<file path="config.mk">
export PLATFORM = sky130hd
export DESIGN_NAME = std_timer_pwm_pulse_capture
export DESIGN_NICKNAME = d
export VERILOG_FILES = /design/src/design/std_timer_pkg.sv /design/src/design/pin_sync_edge.sv /design/src/design/std_timer_pwm_pulse_capture.sv
export VERILOG_INCLUDE_DIRS = /design/src /design/src/design
export SDC_FILE = /design/constraint.sdc
export NUM_CORES = 1
export LEC_CHECK = 0
export BUFFER_PORTS_ARGS = -buffer_cell sky130_fd_sc_hd__buf_2
export CORE_MARGIN = 8
export CORE_UTILIZATION = 60
export DETAILED_ROUTE_END_ITERATION = 10
export GPL_TIMING_DRIVEN = 0
export HOLD_SLACK_MARGIN = 0.05
export PLACE_DENSITY = 0.95
export SETUP_SLACK_MARGIN = 0.05
export SLEW_MARGIN = 10
export SYNTH_ARGS = -nofsm -noshare
export SYNTH_HDL_FRONTEND = slang
export SYNTH_HIERARCHICAL = 1
export SYNTH_SLANG_ARGS = --single-unit
</file>
<file path="constraint.sdc">
create_clock -name clk_in -period 10.9 [get_ports clk_in]
set_clock_uncertainty 0.05 [all_clocks]
set_input_delay 1.635 -clock clk_in [delete_from_list [all_inputs] [get_ports clk_in]]
set_output_delay 1.635 -clock clk_in [all_outputs]
set_load 0.05 [all_outputs]
</file>
<file path="src/design/std_timer_regs.svh">
`ifndef STD_TIMER_REGS_SVH
`define STD_TIMER_REGS_SVH

// ----------------------------------------------------------------
// Operating mode codes
// ----------------------------------------------------------------
`define MODE_COMPARE      2'h0
`define MODE_CAPTURE      2'h1
`define MODE_PWM_PULSE    2'h2
`define MODE_TIMER        2'h3

// ----------------------------------------------------------------
// Pin function codes, output modes
// ----------------------------------------------------------------
`define PIN_FORCE_INACT   2'h0
`define PIN_FORCE_ACT     2'h1
`define PIN_PWM           2'h2
`define PIN_ONE_SHOT      2'h3

// ----------------------------------------------------------------
// Pin function codes, capture mode
// ----------------------------------------------------------------
`define CAP_RISE          2'h0
`define CAP_FALL          2'h1
`define CAP_BOTH          2'h2
`define CAP_OFF           2'h3

// ----------------------------------------------------------------
// Widths and reset values
// ----------------------------------------------------------------
`define COUNT_W           16
`define DUTY_W            17
`define P_ZERO            8'h00
`define LOW_BYTE_ZERO     8'h00
`define COUNT_RST         16'h0000
`define COUNT_ONE         16'h0001
`define FULL_SCALE        17'h10000

`endif

</file>
<file path="src/design/std_timer_pkg.sv">
package std_timer_pkg;

  // ----------------------------------------------------------------
  // Control bits written by software
  // ----------------------------------------------------------------
  typedef struct packed {
    logic [1:0] op_mode_field;
    logic [1:0] pin_function_field;
    logic       output_level_select;
    logic       output_polarity;
    logic       duty_period_swap;
    logic       counter_clear_source;
  } ctrl_type;

  // ----------------------------------------------------------------
  // Sticky event flags
  // ----------------------------------------------------------------
  typedef struct packed {
    logic compare_a_flag;
    logic compare_p_flag;
  } flags_type;

endpackage

</file>
<file path="src/design/pin_sync_edge.sv">
`timescale 1ns/100ps
`default_nettype none

module pin_sync_edge #(
  parameter int SYNC_STAGES = 2
) (
  input  wire logic clk_in,
  input  wire logic sys_rst_in,
  input  wire logic pin_in,
  output logic      rise_out,
  output logic      fall_out
);

  // ----------------------------------------------------------------
  // Synchroniser chain and edge history
  // ----------------------------------------------------------------
  logic [SYNC_STAGES-1:0] sync;
  logic                   last;

  if (SYNC_STAGES < 2) begin : bad_stages
    $error("pin_sync_edge needs at least two stages");
  end

  always_ff @(posedge clk_in or posedge sys_rst_in) begin
    if (sys_rst_in) begin
      sync <= '0;
      last <= 1'b0;
    end else begin
      sync <= {sync[SYNC_STAGES-2:0], pin_in};
      last <= sync[SYNC_STAGES-1];
    end
  end

  assign rise_out = sync[SYNC_STAGES-1] & ~last;
  assign fall_out = ~sync[SYNC_STAGES-1] & last;

endmodule

`default_nettype wire

</file>
<file path="src/design/std_timer_pwm_pulse_capture.sv">
// Operation
// - Swap set: A match clears counter, duty is P times 256, zero means 65536.
// - Counting and compares go on while pin is forced inactive or active.
// - PWM ignores clear source; swap bit alone picks the period comparator.
// - Mode 10 with pin function 11 selects one-shot pulse output.
// - One-shot starts on run rising, by software or external trigger edge.
// - Run rising in one-shot starts counter and pulse leading edge together.
// - Pulse ends on software run clear or A match, which clears run.
// - One-shot A match sets the compare A flag and interrupt request.
// - One-shot clears counter only on run rising; ignores P, clear source, swap.
// - Mode 01 is capture; counter starts when software raises run.
// - Capture edge chosen by pin function; 11 disables capture, counter runs.
// - Selected capture edge copies counter into compare A, raises interrupt.
// - Capture mode counter runs until run falls, cleared on P match.
// - Capture P match clears counter, raises interrupt; P zero gives full count.
// - Capture pulses narrower than two timer clocks may be missed.
// - Counter latched within three timer clocks, flag set one clock later.
// - Capture mode drives no output; level, polarity, clear, swap ignored.
// - Duty at or above period holds output active whole period.
// - In compare mode each run rising edge drives the output to its active level (level select XOR polarity).
`timescale 1ns/100ps
`default_nettype none
`include "std_timer_regs.svh"

module std_timer_pwm_pulse_capture #(
  parameter int SYNC_STAGES = 2
) (
  input  wire logic                      clk_in,
  input  wire logic                      sys_rst_in,
  input  wire std_timer_pkg::ctrl_type   ctrl_in,
  input  wire logic                      count_tick_in,
  input  wire logic                      run_wr_in,
  input  wire logic                      run_wdata_in,
  input  wire logic                      ext_trigger_falling_in,
  input  wire logic [15:0]               compare_a_wdata_in,
  input  wire logic                      compare_a_wr_in,
  input  wire logic [7:0]                compare_value_p_in,
  input  wire std_timer_pkg::flags_type  flags_clr_in,
  input  wire logic                      ext_trigger_clock_pin_in,
  input  wire logic                      capture_input_pin_in,
  output logic                           counter_run_out,
  output logic [15:0]                    counter_value_out,
  output logic [15:0]                    compare_value_a_out,
  output std_timer_pkg::flags_type       flags_out,
  output logic                           timer_irq_out,
  output logic                           pulse_pin_out,
  output logic                           pin_function_active_out
);

  import std_timer_pkg::*;

  // ----------------------------------------------------------------
  // Helper functions
  // ----------------------------------------------------------------
  function automatic logic [`DUTY_W-1:0] p_span(input logic [7:0] p);
    if (p == `P_ZERO) begin
      p_span = `FULL_SCALE;
    end else begin
      p_span = {1'b0, p, `LOW_BYTE_ZERO};
    end
  endfunction

  function automatic logic level_of(input logic active, input logic act_high, input logic invert);
    level_of = (active ? act_high : ~act_high) ^ invert;
  endfunction

  // ----------------------------------------------------------------
  // Elaboration checks
  // ----------------------------------------------------------------
  if (SYNC_STAGES < 2) begin : bad_sync
    $error("SYNC_STAGES must be at least two");
  end

  // ----------------------------------------------------------------
  // State
  // ----------------------------------------------------------------
  logic              counter_run;
  logic              run_prev;
  logic [15:0]       counter;
  logic [15:0]       compare_value_a;
  logic              capture_pending;
  logic              compare_a_flag;
  logic              compare_p_flag;
  logic              pin_level;
  logic              irq;

  logic              next_counter_run;
  logic [15:0]       next_counter;
  logic [15:0]       next_compare_value_a;
  logic              next_pin_level;

  // ----------------------------------------------------------------
  // Pin synchronisers and edge detection
  // ----------------------------------------------------------------
  logic trig_rise;
  logic trig_fall;
  logic cap_rise;
  logic cap_fall;

  pin_sync_edge #(
    .SYNC_STAGES (SYNC_STAGES)
  ) trig_sync (
    .clk_in     (clk_in),
    .sys_rst_in (sys_rst_in),
    .pin_in     (ext_trigger_clock_pin_in),
    .rise_out   (trig_rise),
    .fall_out   (trig_fall)
  );

  pin_sync_edge #(
    .SYNC_STAGES (SYNC_STAGES)
  ) cap_sync (
    .clk_in     (clk_in),
    .sys_rst_in (sys_rst_in),
    .pin_in     (capture_input_pin_in),
    .rise_out   (cap_rise),
    .fall_out   (cap_fall)
  );

  // ----------------------------------------------------------------
  // Mode decode
  // ----------------------------------------------------------------
  wire mode_capture  = (ctrl_in.op_mode_field == `MODE_CAPTURE);
  wire mode_pwm_grp  = (ctrl_in.op_mode_field == `MODE_PWM_PULSE);
  wire mode_one_shot = mode_pwm_grp && (ctrl_in.pin_function_field == `PIN_ONE_SHOT);
  wire mode_pwm      = mode_pwm_grp && !mode_one_shot;
  wire mode_compare  = (ctrl_in.op_mode_field == `MODE_COMPARE);
  wire mode_output   = mode_pwm_grp || mode_compare;

  // ----------------------------------------------------------------
  // Run edges and compare matches
  // ----------------------------------------------------------------
  wire        run_rise   = counter_run && !run_prev;
  wire        step       = counter_run && !run_rise && count_tick_in;
  wire [15:0] count_plus = counter + `COUNT_ONE;
  wire [15:0] p_target   = {compare_value_p_in, `LOW_BYTE_ZERO};
  wire        match_a    = step && (count_plus == compare_value_a);
  wire        match_p    = step && (count_plus == p_target);

  // Period and clear selection per mode
  wire pwm_clear     = ctrl_in.duty_period_swap ? match_a : match_p;
  wire other_clear   = ctrl_in.counter_clear_source ? match_a : match_p;
  wire capture_clear = match_p;
  wire count_clear   = mode_one_shot ? 1'b0 :
                       mode_pwm      ? pwm_clear :
                       mode_capture  ? capture_clear :
                                       other_clear;

  // ----------------------------------------------------------------
  // One-shot trigger and stop
  // ----------------------------------------------------------------
  wire trig_edge     = ext_trigger_falling_in ? trig_fall : trig_rise;
  wire shot_trigger  = mode_one_shot && trig_edge && !counter_run;
  wire shot_stop     = mode_one_shot && match_a;

  always_comb begin
    next_counter_run = counter_run;
    if (run_wr_in) begin
      next_counter_run = run_wdata_in;
    end
    if (shot_trigger) begin
      next_counter_run = 1'b1;
    end
    if (shot_stop) begin
      next_counter_run = 1'b0;
    end
  end

  // ----------------------------------------------------------------
  // Counter
  // ----------------------------------------------------------------
  always_comb begin
    next_counter = counter;
    if (run_rise) begin
      next_counter = `COUNT_RST;
    end else if (step) begin
      if (count_clear) begin
        next_counter = `COUNT_RST;
      end else begin
        next_counter = count_plus;
      end
    end
  end

  // ----------------------------------------------------------------
  // Capture edge select and latch
  // ----------------------------------------------------------------
  wire cap_sel_rise = (ctrl_in.pin_function_field == `CAP_RISE) ||
                      (ctrl_in.pin_function_field == `CAP_BOTH);
  wire cap_sel_fall = (ctrl_in.pin_function_field == `CAP_FALL) ||
                      (ctrl_in.pin_function_field == `CAP_BOTH);
  wire cap_edge     = (cap_sel_rise && cap_rise) || (cap_sel_fall && cap_fall);
  wire cap_take     = mode_capture && cap_edge;

  always_comb begin
    next_compare_value_a = compare_value_a;
    if (compare_a_wr_in) begin
      next_compare_value_a = compare_a_wdata_in;
    end
    if (cap_take) begin
      next_compare_value_a = counter;
    end
  end

  // ----------------------------------------------------------------
  // Flag events
  // ----------------------------------------------------------------
  wire set_a_flag = capture_pending ||
                    (!mode_capture && match_a);
  wire set_p_flag = !mode_one_shot &&
                    match_p &&
                    !(mode_compare && ctrl_in.counter_clear_source) &&
                    !(ctrl_in.op_mode_field == `MODE_TIMER && ctrl_in.counter_clear_source);

  // ----------------------------------------------------------------
  // Output waveform
  // ----------------------------------------------------------------
  wire [`DUTY_W-1:0] duty_a   = {1'b0, compare_value_a};
  wire [`DUTY_W-1:0] duty_p   = p_span(compare_value_p_in);
  wire [`DUTY_W-1:0] duty     = ctrl_in.duty_period_swap ? duty_p : duty_a;
  wire [`DUTY_W-1:0] count_x  = {1'b0, next_counter};
  wire               pwm_act  = (count_x < duty);
  wire               act_high = ctrl_in.output_level_select;
  wire               invert   = ctrl_in.output_polarity;

  always_comb begin
    next_pin_level = pin_level;
    if (mode_one_shot) begin
      next_pin_level = level_of(next_counter_run, act_high, invert);
    end else if (mode_pwm) begin
      case (ctrl_in.pin_function_field)
        `PIN_FORCE_INACT: next_pin_level = level_of(1'b0, act_high, invert);
        `PIN_FORCE_ACT:   next_pin_level = level_of(1'b1, act_high, invert);
        `PIN_PWM:         next_pin_level = level_of(pwm_act, act_high, invert);
        default:          next_pin_level = pin_level;
      endcase
    end else if (mode_compare) begin
      if (run_rise) begin
        next_pin_level = act_high ^ invert;
      end
    end else begin
      next_pin_level = 1'b0;
    end
  end

  // ----------------------------------------------------------------
  // Registers
  // ----------------------------------------------------------------
  always_ff @(posedge clk_in or posedge sys_rst_in) begin
    if (sys_rst_in) begin
      counter_run <= 1'b0;
      run_prev    <= 1'b0;
    end else begin
      counter_run <= next_counter_run;
      run_prev    <= counter_run;
    end
  end

  always_ff @(posedge clk_in or posedge sys_rst_in) begin
    if (sys_rst_in) begin
      counter         <= `COUNT_RST;
      compare_value_a <= `COUNT_RST;
    end else begin
      counter         <= next_counter;
      compare_value_a <= next_compare_value_a;
    end
  end

  always_ff @(posedge clk_in or posedge sys_rst_in) begin
    if (sys_rst_in) begin
      capture_pending <= 1'b0;
    end else begin
      capture_pending <= cap_take;
    end
  end

  // Sticky flags, a set in the clearing cycle wins
  always_ff @(posedge clk_in or posedge sys_rst_in) begin
    if (sys_rst_in) begin
      compare_a_flag <= 1'b0;
      compare_p_flag <= 1'b0;
      irq            <= 1'b0;
    end else begin
      compare_a_flag <= set_a_flag | (compare_a_flag & ~flags_clr_in.compare_a_flag);
      compare_p_flag <= set_p_flag | (compare_p_flag & ~flags_clr_in.compare_p_flag);
      irq            <= set_a_flag | set_p_flag;
    end
  end

  always_ff @(posedge clk_in or posedge sys_rst_in) begin
    if (sys_rst_in) begin
      pin_level <= 1'b0;
    end else begin
      pin_level <= next_pin_level;
    end
  end

  // ----------------------------------------------------------------
  // Outputs
  // ----------------------------------------------------------------
  assign counter_run_out          = counter_run;
  assign counter_value_out        = counter;
  assign compare_value_a_out      = compare_value_a;
  assign flags_out.compare_a_flag = compare_a_flag;
  assign flags_out.compare_p_flag = compare_p_flag;
  assign timer_irq_out            = irq;
  assign pulse_pin_out            = pin_level;
  assign pin_function_active_out  = mode_output;

endmodule

`default_nettype wire

</file>
# Word level (Yosys, flattened, before mapping)

Index checks and enable logic that the tools add are counted.

Register bits: 45
Output and inout port bits: 38
Input port bits: 43
Logic and storage cells: 104

Order comparisons: 1
Equal/unequal tests: 10
Add/sub/neg operators: 1
Reduce and logical (&&, ||, !) cells: 36
Bitwise logic cells: 20
Mux-type cells: 23

Operators by type and width:

| kind                                                   | count |
|---|---|
| two-way mux 16 bit                                     | 5 |
| two-way mux 17 bit                                     | 2 |
| == test 16 bit                                         | 2 |
| logical AND 1 bit                                      | 19 |
| less-than comparator 16 x 17 -> 1 bit                  | 1 |
| adder 16 x 1 -> 16 bit (second input constant)         | 1 |
| two-way mux 1 bit                                      | 15 |
| == test 2 bit (second input constant)                  | 4 |
| logical NOT 8 bit                                      | 1 |
| logical NOT 1 bit                                      | 7 |
| NOT 1 bit                                              | 7 |
| bitwise AND 1 bit                                      | 6 |
| logical OR 1 bit                                       | 5 |
| inequality test 5 x 2 -> 1 bit (second input constant) | 1 |
| == test 2 x 1 -> 1 bit (second input constant)         | 2 |
| logical NOT 2 bit                                      | 2 |
| inequality test 4 x 3 -> 1 bit (second input constant) | 1 |
| bitwise XOR 1 bit                                      | 4 |
| OR 1 bit                                               | 3 |
| case mux 1 bit (3 select lines)                        | 1 |
| AND reduction 2 bit                                    | 1 |
| nonzero test 2 bit                                     | 1 |

# Depth between registers and ports, before layout

Word-level depth: 19
Gate-level depth with buffers: 23
Mapped depth without buffers: 20

# Cells and area by module

The synthesis kept the hierarchy.

By module, submodules not included:

| module                      | times used | cells each | area each (µm²) | seq. area each (µm²) |
|---|---|---|---|---|
| std_timer_pwm_pulse_capture | 1          | 447        | 3,714.8         | 975.9 |
| pin_sync_edge               | 2          | 6          | 93.8            | 75.1 |

# Worst setup path before layout

Ideal clock, no wire load.

Path type: in2reg
From: in ctrl_in[6] (netlist name)
To: reg pin_level (netlist: pulse_pin_out)
Setup time: 0.131 ns
Setup slack: 5.555 ns
Buffers on the path: 3
Required time: 10.719 ns
Arrival time: 5.165 ns
Stages on the path: 20
Cells stage by stage: clkbuf_1 > nor3b_1 > a2111oi_0 > and4_1 > o2111ai_1 > or2_1 > and3_1 > buf_6 > buf_4 > a21oi_1 > mux2i_1 > ha_1 > a21o_1 > a21o_1 > a2111oi_0 > o21ai_0 > o2111ai_1 > nand4_1 > o2111ai_1 > nand3b_1

Cells in the longest elaborated chain, start to end: 15
Elaborated cells between the ends (all ways): 29
Classes of those cells: order compare: 1; eq/ne: 4; mux: 14; bitwise: 2; reduce/logical: 8

Ends and longest elaborated chain:

| what                                      | line                               | source |
|---|---|---|
| from (decl)                               | std_timer_pwm_pulse_capture.sv:30  | `input wire std_timer_pkg::ctrl_type ctrl_in,` |
| == test 2 bit (no source line)            | -                                  |  |
| logical AND 1 bit                         | std_timer_pwm_pulse_capture.sv:125 | `` wire mode_one_shot = mode_pwm_grp && (ctrl_in.pin_function_field == `PIN_ONE_SHOT); `` |
| logical NOT 1 bit                         | std_timer_pwm_pulse_capture.sv:126 | `wire mode_pwm = mode_pwm_grp && !mode_one_shot;` |
| logical AND 1 bit                         | std_timer_pwm_pulse_capture.sv:126 |  |
| two-way mux 1 bit                         | std_timer_pwm_pulse_capture.sv:145 | `mode_pwm ? pwm_clear :` |
| two-way mux 1 bit (*)                     | std_timer_pwm_pulse_capture.sv:144 | `wire count_clear = mode_one_shot ? 1'b0 :` |
| two-way mux 16 bit (*)                    | std_timer_pwm_pulse_capture.sv:177 | `if (count_clear) begin` |
| two-way mux 16 bit (*)                    | std_timer_pwm_pulse_capture.sv:176 | `end else if (step) begin` |
| two-way mux 16 bit (*)                    | std_timer_pwm_pulse_capture.sv:174 | `if (run_rise) begin` |
| via next_counter[2]                       | std_timer_pwm_pulse_capture.sv:88  | `logic [15:0] next_counter;` |
| less-than comparator 16 x 17 -> 1 bit (*) | std_timer_pwm_pulse_capture.sv:222 | `wire pwm_act = (count_x < duty);` |
| two-way mux 1 bit (*)                     | std_timer_pwm_pulse_capture.sv:64  | `level_of = (active ? act_high : ~act_high) ^ invert;` |
| bitwise XOR 1 bit (*)                     | std_timer_pwm_pulse_capture.sv:64  |  |
| case mux 1 bit (3 select lines) (*)       | std_timer_pwm_pulse_capture.sv:231 | `case (ctrl_in.pin_function_field)` |
| two-way mux 1 bit (*)                     | std_timer_pwm_pulse_capture.sv:230 | `end else if (mode_pwm) begin` |
| two-way mux 1 bit (*)                     | std_timer_pwm_pulse_capture.sv:228 | `if (mode_one_shot) begin` |
| to (signal assigned)                      | std_timer_pwm_pulse_capture.sv:294 | `pin_level <= next_pin_level;` |
| to (decl)                                 | std_timer_pwm_pulse_capture.sv:84  | `logic pin_level;` |

The timed path passes the listed nets; every way through them passes the cells marked *.
A chain may end at the register's enable or synchronous reset.

# Worst setup path in the final report

From: in count_tick_in
To: reg pin_level (netlist: pulse_pin_out)

Cells in the longest elaborated chain, start to end: 15
Elaborated cells between the ends (all ways): 21
Classes of those cells: order compare: 1; mux: 14; bitwise: 2; reduce/logical: 4

Ends and longest elaborated chain:

| what                                      | line                                                                   | source |
|---|---|---|
| from (decl)                               | std_timer_pwm_pulse_capture.sv:31                                      | `input wire logic count_tick_in,` |
| logical AND 1 bit (*)                     | std_timer_pwm_pulse_capture.sv:134                                     | `wire step = counter_run && !run_rise && count_tick_in;` |
| logical AND 1 bit (on tied branches)      | std_timer_pwm_pulse_capture.sv:138, std_timer_pwm_pulse_capture.sv:137 |  |
| two-way mux 1 bit                         | std_timer_pwm_pulse_capture.sv:142                                     | `wire other_clear = ctrl_in.counter_clear_source ? match_a : match_p;` |
| two-way mux 1 bit                         | std_timer_pwm_pulse_capture.sv:146                                     | `mode_capture ? capture_clear :` |
| two-way mux 1 bit                         | std_timer_pwm_pulse_capture.sv:145                                     |  |
| two-way mux 1 bit                         | std_timer_pwm_pulse_capture.sv:144                                     |  |
| two-way mux 16 bit                        | std_timer_pwm_pulse_capture.sv:177                                     |  |
| two-way mux 16 bit (*)                    | std_timer_pwm_pulse_capture.sv:176                                     |  |
| two-way mux 16 bit (*)                    | std_timer_pwm_pulse_capture.sv:174                                     |  |
| via next_counter[11]                      | std_timer_pwm_pulse_capture.sv:88                                      |  |
| less-than comparator 16 x 17 -> 1 bit (*) | std_timer_pwm_pulse_capture.sv:222                                     |  |
| two-way mux 1 bit (*)                     | std_timer_pwm_pulse_capture.sv:64                                      |  |
| bitwise XOR 1 bit (*)                     | std_timer_pwm_pulse_capture.sv:64                                      |  |
| case mux 1 bit (3 select lines) (*)       | std_timer_pwm_pulse_capture.sv:231                                     |  |
| two-way mux 1 bit (*)                     | std_timer_pwm_pulse_capture.sv:230                                     |  |
| two-way mux 1 bit (*)                     | std_timer_pwm_pulse_capture.sv:228                                     |  |

Marked as above.

==> summary.md <==
## Outcome
- run status: completed

## Timing
- transition time of the tightest slew-check pin: 0.884 ns
- highest clock frequency the design can meet: 161 MHz
- hold violation count in the final report: 0
- number of pins with negative max-slew slack in the final report: 0
- fin crit share: 57.1%
- Period minus WS final: 6.23 ns
- Setup Total Neg Slack: 0 ns
- setup repair after global routing missed its margin: false
- max_slew headroom: 41.0%
- endpoints failing setup: 0

## Place
- Post-Place Cell Area: 4410 um^2
- sum of net half-perimeters after detailed placement: 10200 um
- routability congestion estimate from global placement: 1.01
- Port Buf Inserts: 77

## Yosys
- post-synth net total: 523
- synthesized area: 3900 um^2
- async set or reset register ratio after synthesis: 100%
- cells taking the most area after synthesis: sky130_fd_sc_hd__dfrtp_1 29%, sky130_fd_sc_hd__mux2i_1 7.4%, sky130_fd_sc_hd__ha_1 6.7%, sky130_fd_sc_hd__o21ai_0 3.6%, sky130_fd_sc_hd__a21oi_1 3.5%
- post-synthesis average cell area: 8.50 um^2
- top cells by count, synth: 45 x sky130_fd_sc_hd__dfrtp_1, 33 x sky130_fd_sc_hd__nand2_1, 29 x sky130_fd_sc_hd__mux2i_1
- #FFs+latches synth: 45
- count of flip-flops with a built-in enable after synthesis: 0
- Synth warnings: 6
- most used standard cell by instance count after synthesis: sky130_fd_sc_hd__dfrtp_1
- Distinct cells, synth: 61
- top_reg_cell synth: sky130_fd_sc_hd__dfrtp_1
- Syn Inst Count: 459
- sequential area share after synthesis: 28.9%
- dominant cell type by area after synthesis: sky130_fd_sc_hd__dfrtp_1
- Synth top area share: 28.9%

## GRT
- GRT Residual Overflow: 0
- overall fraction of global-route tracks in use: 27.0%
- vias in the first global route: 4149
- first-pass GRT wire length: 21000 um
- largest net degree at the start of global routing: 25
- initial antenna violation count: 0

## Setup path
- Critical Path End Type: flip-flop
- reg-to-reg slack, setup: 5.08 ns
- CP arrival: 6.38 ns
- type of the worst setup path: primary input to flip-flop
- maximum fanout along the worst path: 10
- worst setup path startpoint: count_tick_in
- startpoint of the worst register-to-register path: counter_value_out[1]
- required time at the endpoint of the critical path: 11.05 ns
- type of origin of the critical path: primary input

## Clocking
- sinks on the clock net: 45
- clk buf depth: 2
- post-CTS setup repair buffer count: 0
- clock transition at the register clock pins on the worst setup and hold paths after CTS: 0.10 ns
- clock insertion delay at the later pin of the skew report: 0.31 ns
- number of instances resized during post-cts repair: 0
- # H-tree levels: 2
- total of hold buffers inserted after clock tree synthesis: 0
- root buffer cell: sky130_fd_sc_hd__clkbuf_8
- TritonCTS Buffers: 5
- clock tree from TritonCTS: done

## Finish
- final std cell area, no fill: 4500 um^2
- fin util: 71.3%
- net count of the finished layout: 608
- area growth from synthesis to layout: 15.4%
- number of inserted diodes: 0
- fraction of final layout cells sized beyond drive strength 1: 21.8%

## Floorplanning
- die area: 9340 um^2
- number of standard-cell rows in the floorplan: 29
- starting utilization of the core area: 61.8%
- core outline area: 6310 um^2
- DIE WIDTH: 96.7 um
- Vert. Die Dim: 96.7 um
- I/O Pins: 81

## Detailed routing
- remaining antenna violation count after routing: 0
- via density per instance: 6.55
- detail-routed net length per standard cell: 21.2 um
- DRC viols: 0
- post-detailed-routing wire length: 13200 um
- number of vias after detailed routing: 4075
- number of violations reported at the end of detailed-routing iteration 0: 278
- Detailed Routing Iterations Pass 1: 5

## Power
- leakage dissipation: 2.07 nW
- total power per unit cell area: 98.8 nW/um^2
- highest ir drop seen on vdd: 0.0677 mV

## Min path
- HP Class: flip-flop to flip-flop
- start point of the worst hold path: cap_sync/sync[0]

## Flow run
- reported max-cap violation count: 0

sequential cells by signal (all words and copies together), names as in the netlist:
| register | flops |
|---|---|
| trig_sync/sync | 2 |
| cap_sync/sync | 2 |
| counter_run_out | 1 |
| pulse_pin_out | 1 |
| compare_value_a_out | 16 |
| compare_a_flag | 1 |
| run_prev | 1 |
| compare_p_flag | 1 |
| timer_irq_out | 1 |
| counter_value_out | 16 |
| cap_sync/last | 1 |
| trig_sync/last | 1 |
| capture_pending | 1 |
stage by stage:
step           hold WS [ns]  worst slack (ns)  cells  power [W]
2_1_floorplan         0.281              5.55    459   0.000290
3_3_place_gp          0.286              4.42    613   0.000329
3_5_place_dp          0.290              4.41    614   0.000335
4_1_cts               0.312              4.73    622   0.000444
5_1_grt               0.313              4.32    622   0.000463
6_report              0.309              4.67    622   0.000445
worst paths after layout:
check	end	cells after the start
max	pulse_pin_out	19
min	cap_sync/sync[1]	0
max reg2reg	pulse_pin_out	19
min reg2reg	cap_sync/sync[1]	0
max in group asynchronous	compare_value_a_out[8]	3
min in group asynchronous	cap_sync/sync[0]	2
cell families after synthesis:
| logic type | synth area share, % |
|---|---|
| buf+inv | 6.22 |
| compound gates | 19.1 |
| xor+xnor | 5.61 |
| mux | 8.30 |
| simple gates | 25.2 |
| flops | 28.9 |
| fa+ha+maj | 6.73 |
critical path, cell delays in order:
cell and delay [ns]:
sky130_fd_sc_hd__buf_2 0.11, sky130_fd_sc_hd__nand3_1 0.11, sky130_fd_sc_hd__a2111oi_0 0.58, sky130_fd_sc_hd__o21ai_1 0.19
sky130_fd_sc_hd__a2111oi_2 0.50, sky130_fd_sc_hd__nor4b_2 0.32, sky130_fd_sc_hd__nand4b_1 0.18, sky130_fd_sc_hd__and3_1 0.24
sky130_fd_sc_hd__buf_6 0.13, sky130_fd_sc_hd__buf_2 0.20, sky130_fd_sc_hd__a22o_1 0.27, sky130_fd_sc_hd__ha_1 0.36
sky130_fd_sc_hd__nand4_1 0.13, sky130_fd_sc_hd__nor3b_1 0.50, sky130_fd_sc_hd__o2111ai_1 0.24, sky130_fd_sc_hd__a41oi_1 0.28
sky130_fd_sc_hd__nor3_1 0.07, sky130_fd_sc_hd__a211oi_1 0.22, sky130_fd_sc_hd__nand3b_1 0.09
routing by layer:
metal  share of wire (%)  wire [um]  global-route usage [%]
met5                   0          0                       0
met3                 8.8       1160                    6.83
met2                  47       6220                    44.3
met4                 4.2        556                    13.1
met1                  40       5250                    32.0
layout by cell type, fill, tap and decap left out, drive strengths merged, types with 21 or more instances in the layout:
cell type / count
ha: 21
a21oi: 27
o21ai: 38
dfrtp: 45
inv: 23
clkbuf: 21
mux2i: 29
nand2: 33
buf: 94
power breakdown:
group	internal (W)	leakage, nW	switching, W	total [W]
combinational	0.0000471	1.45	0.0000924	0.000139
clock	0.0000457	0.0445	0.0000654	0.000111
sequential	0.000178	0.575	0.0000165	0.000194
final cells by class:
type                    count  area (um^2)
plain buffers              32          160
clock buffers               5         68.8
clock inverters             3         21.3
fillers                   503         1810
inverters                  22         82.6
multi-input cells         360         2530
flip-flops and latches     45         1130
well taps                  77         96.3
repair buffers             78          413
No activity file was read; power rests on OpenSTA's default activity.
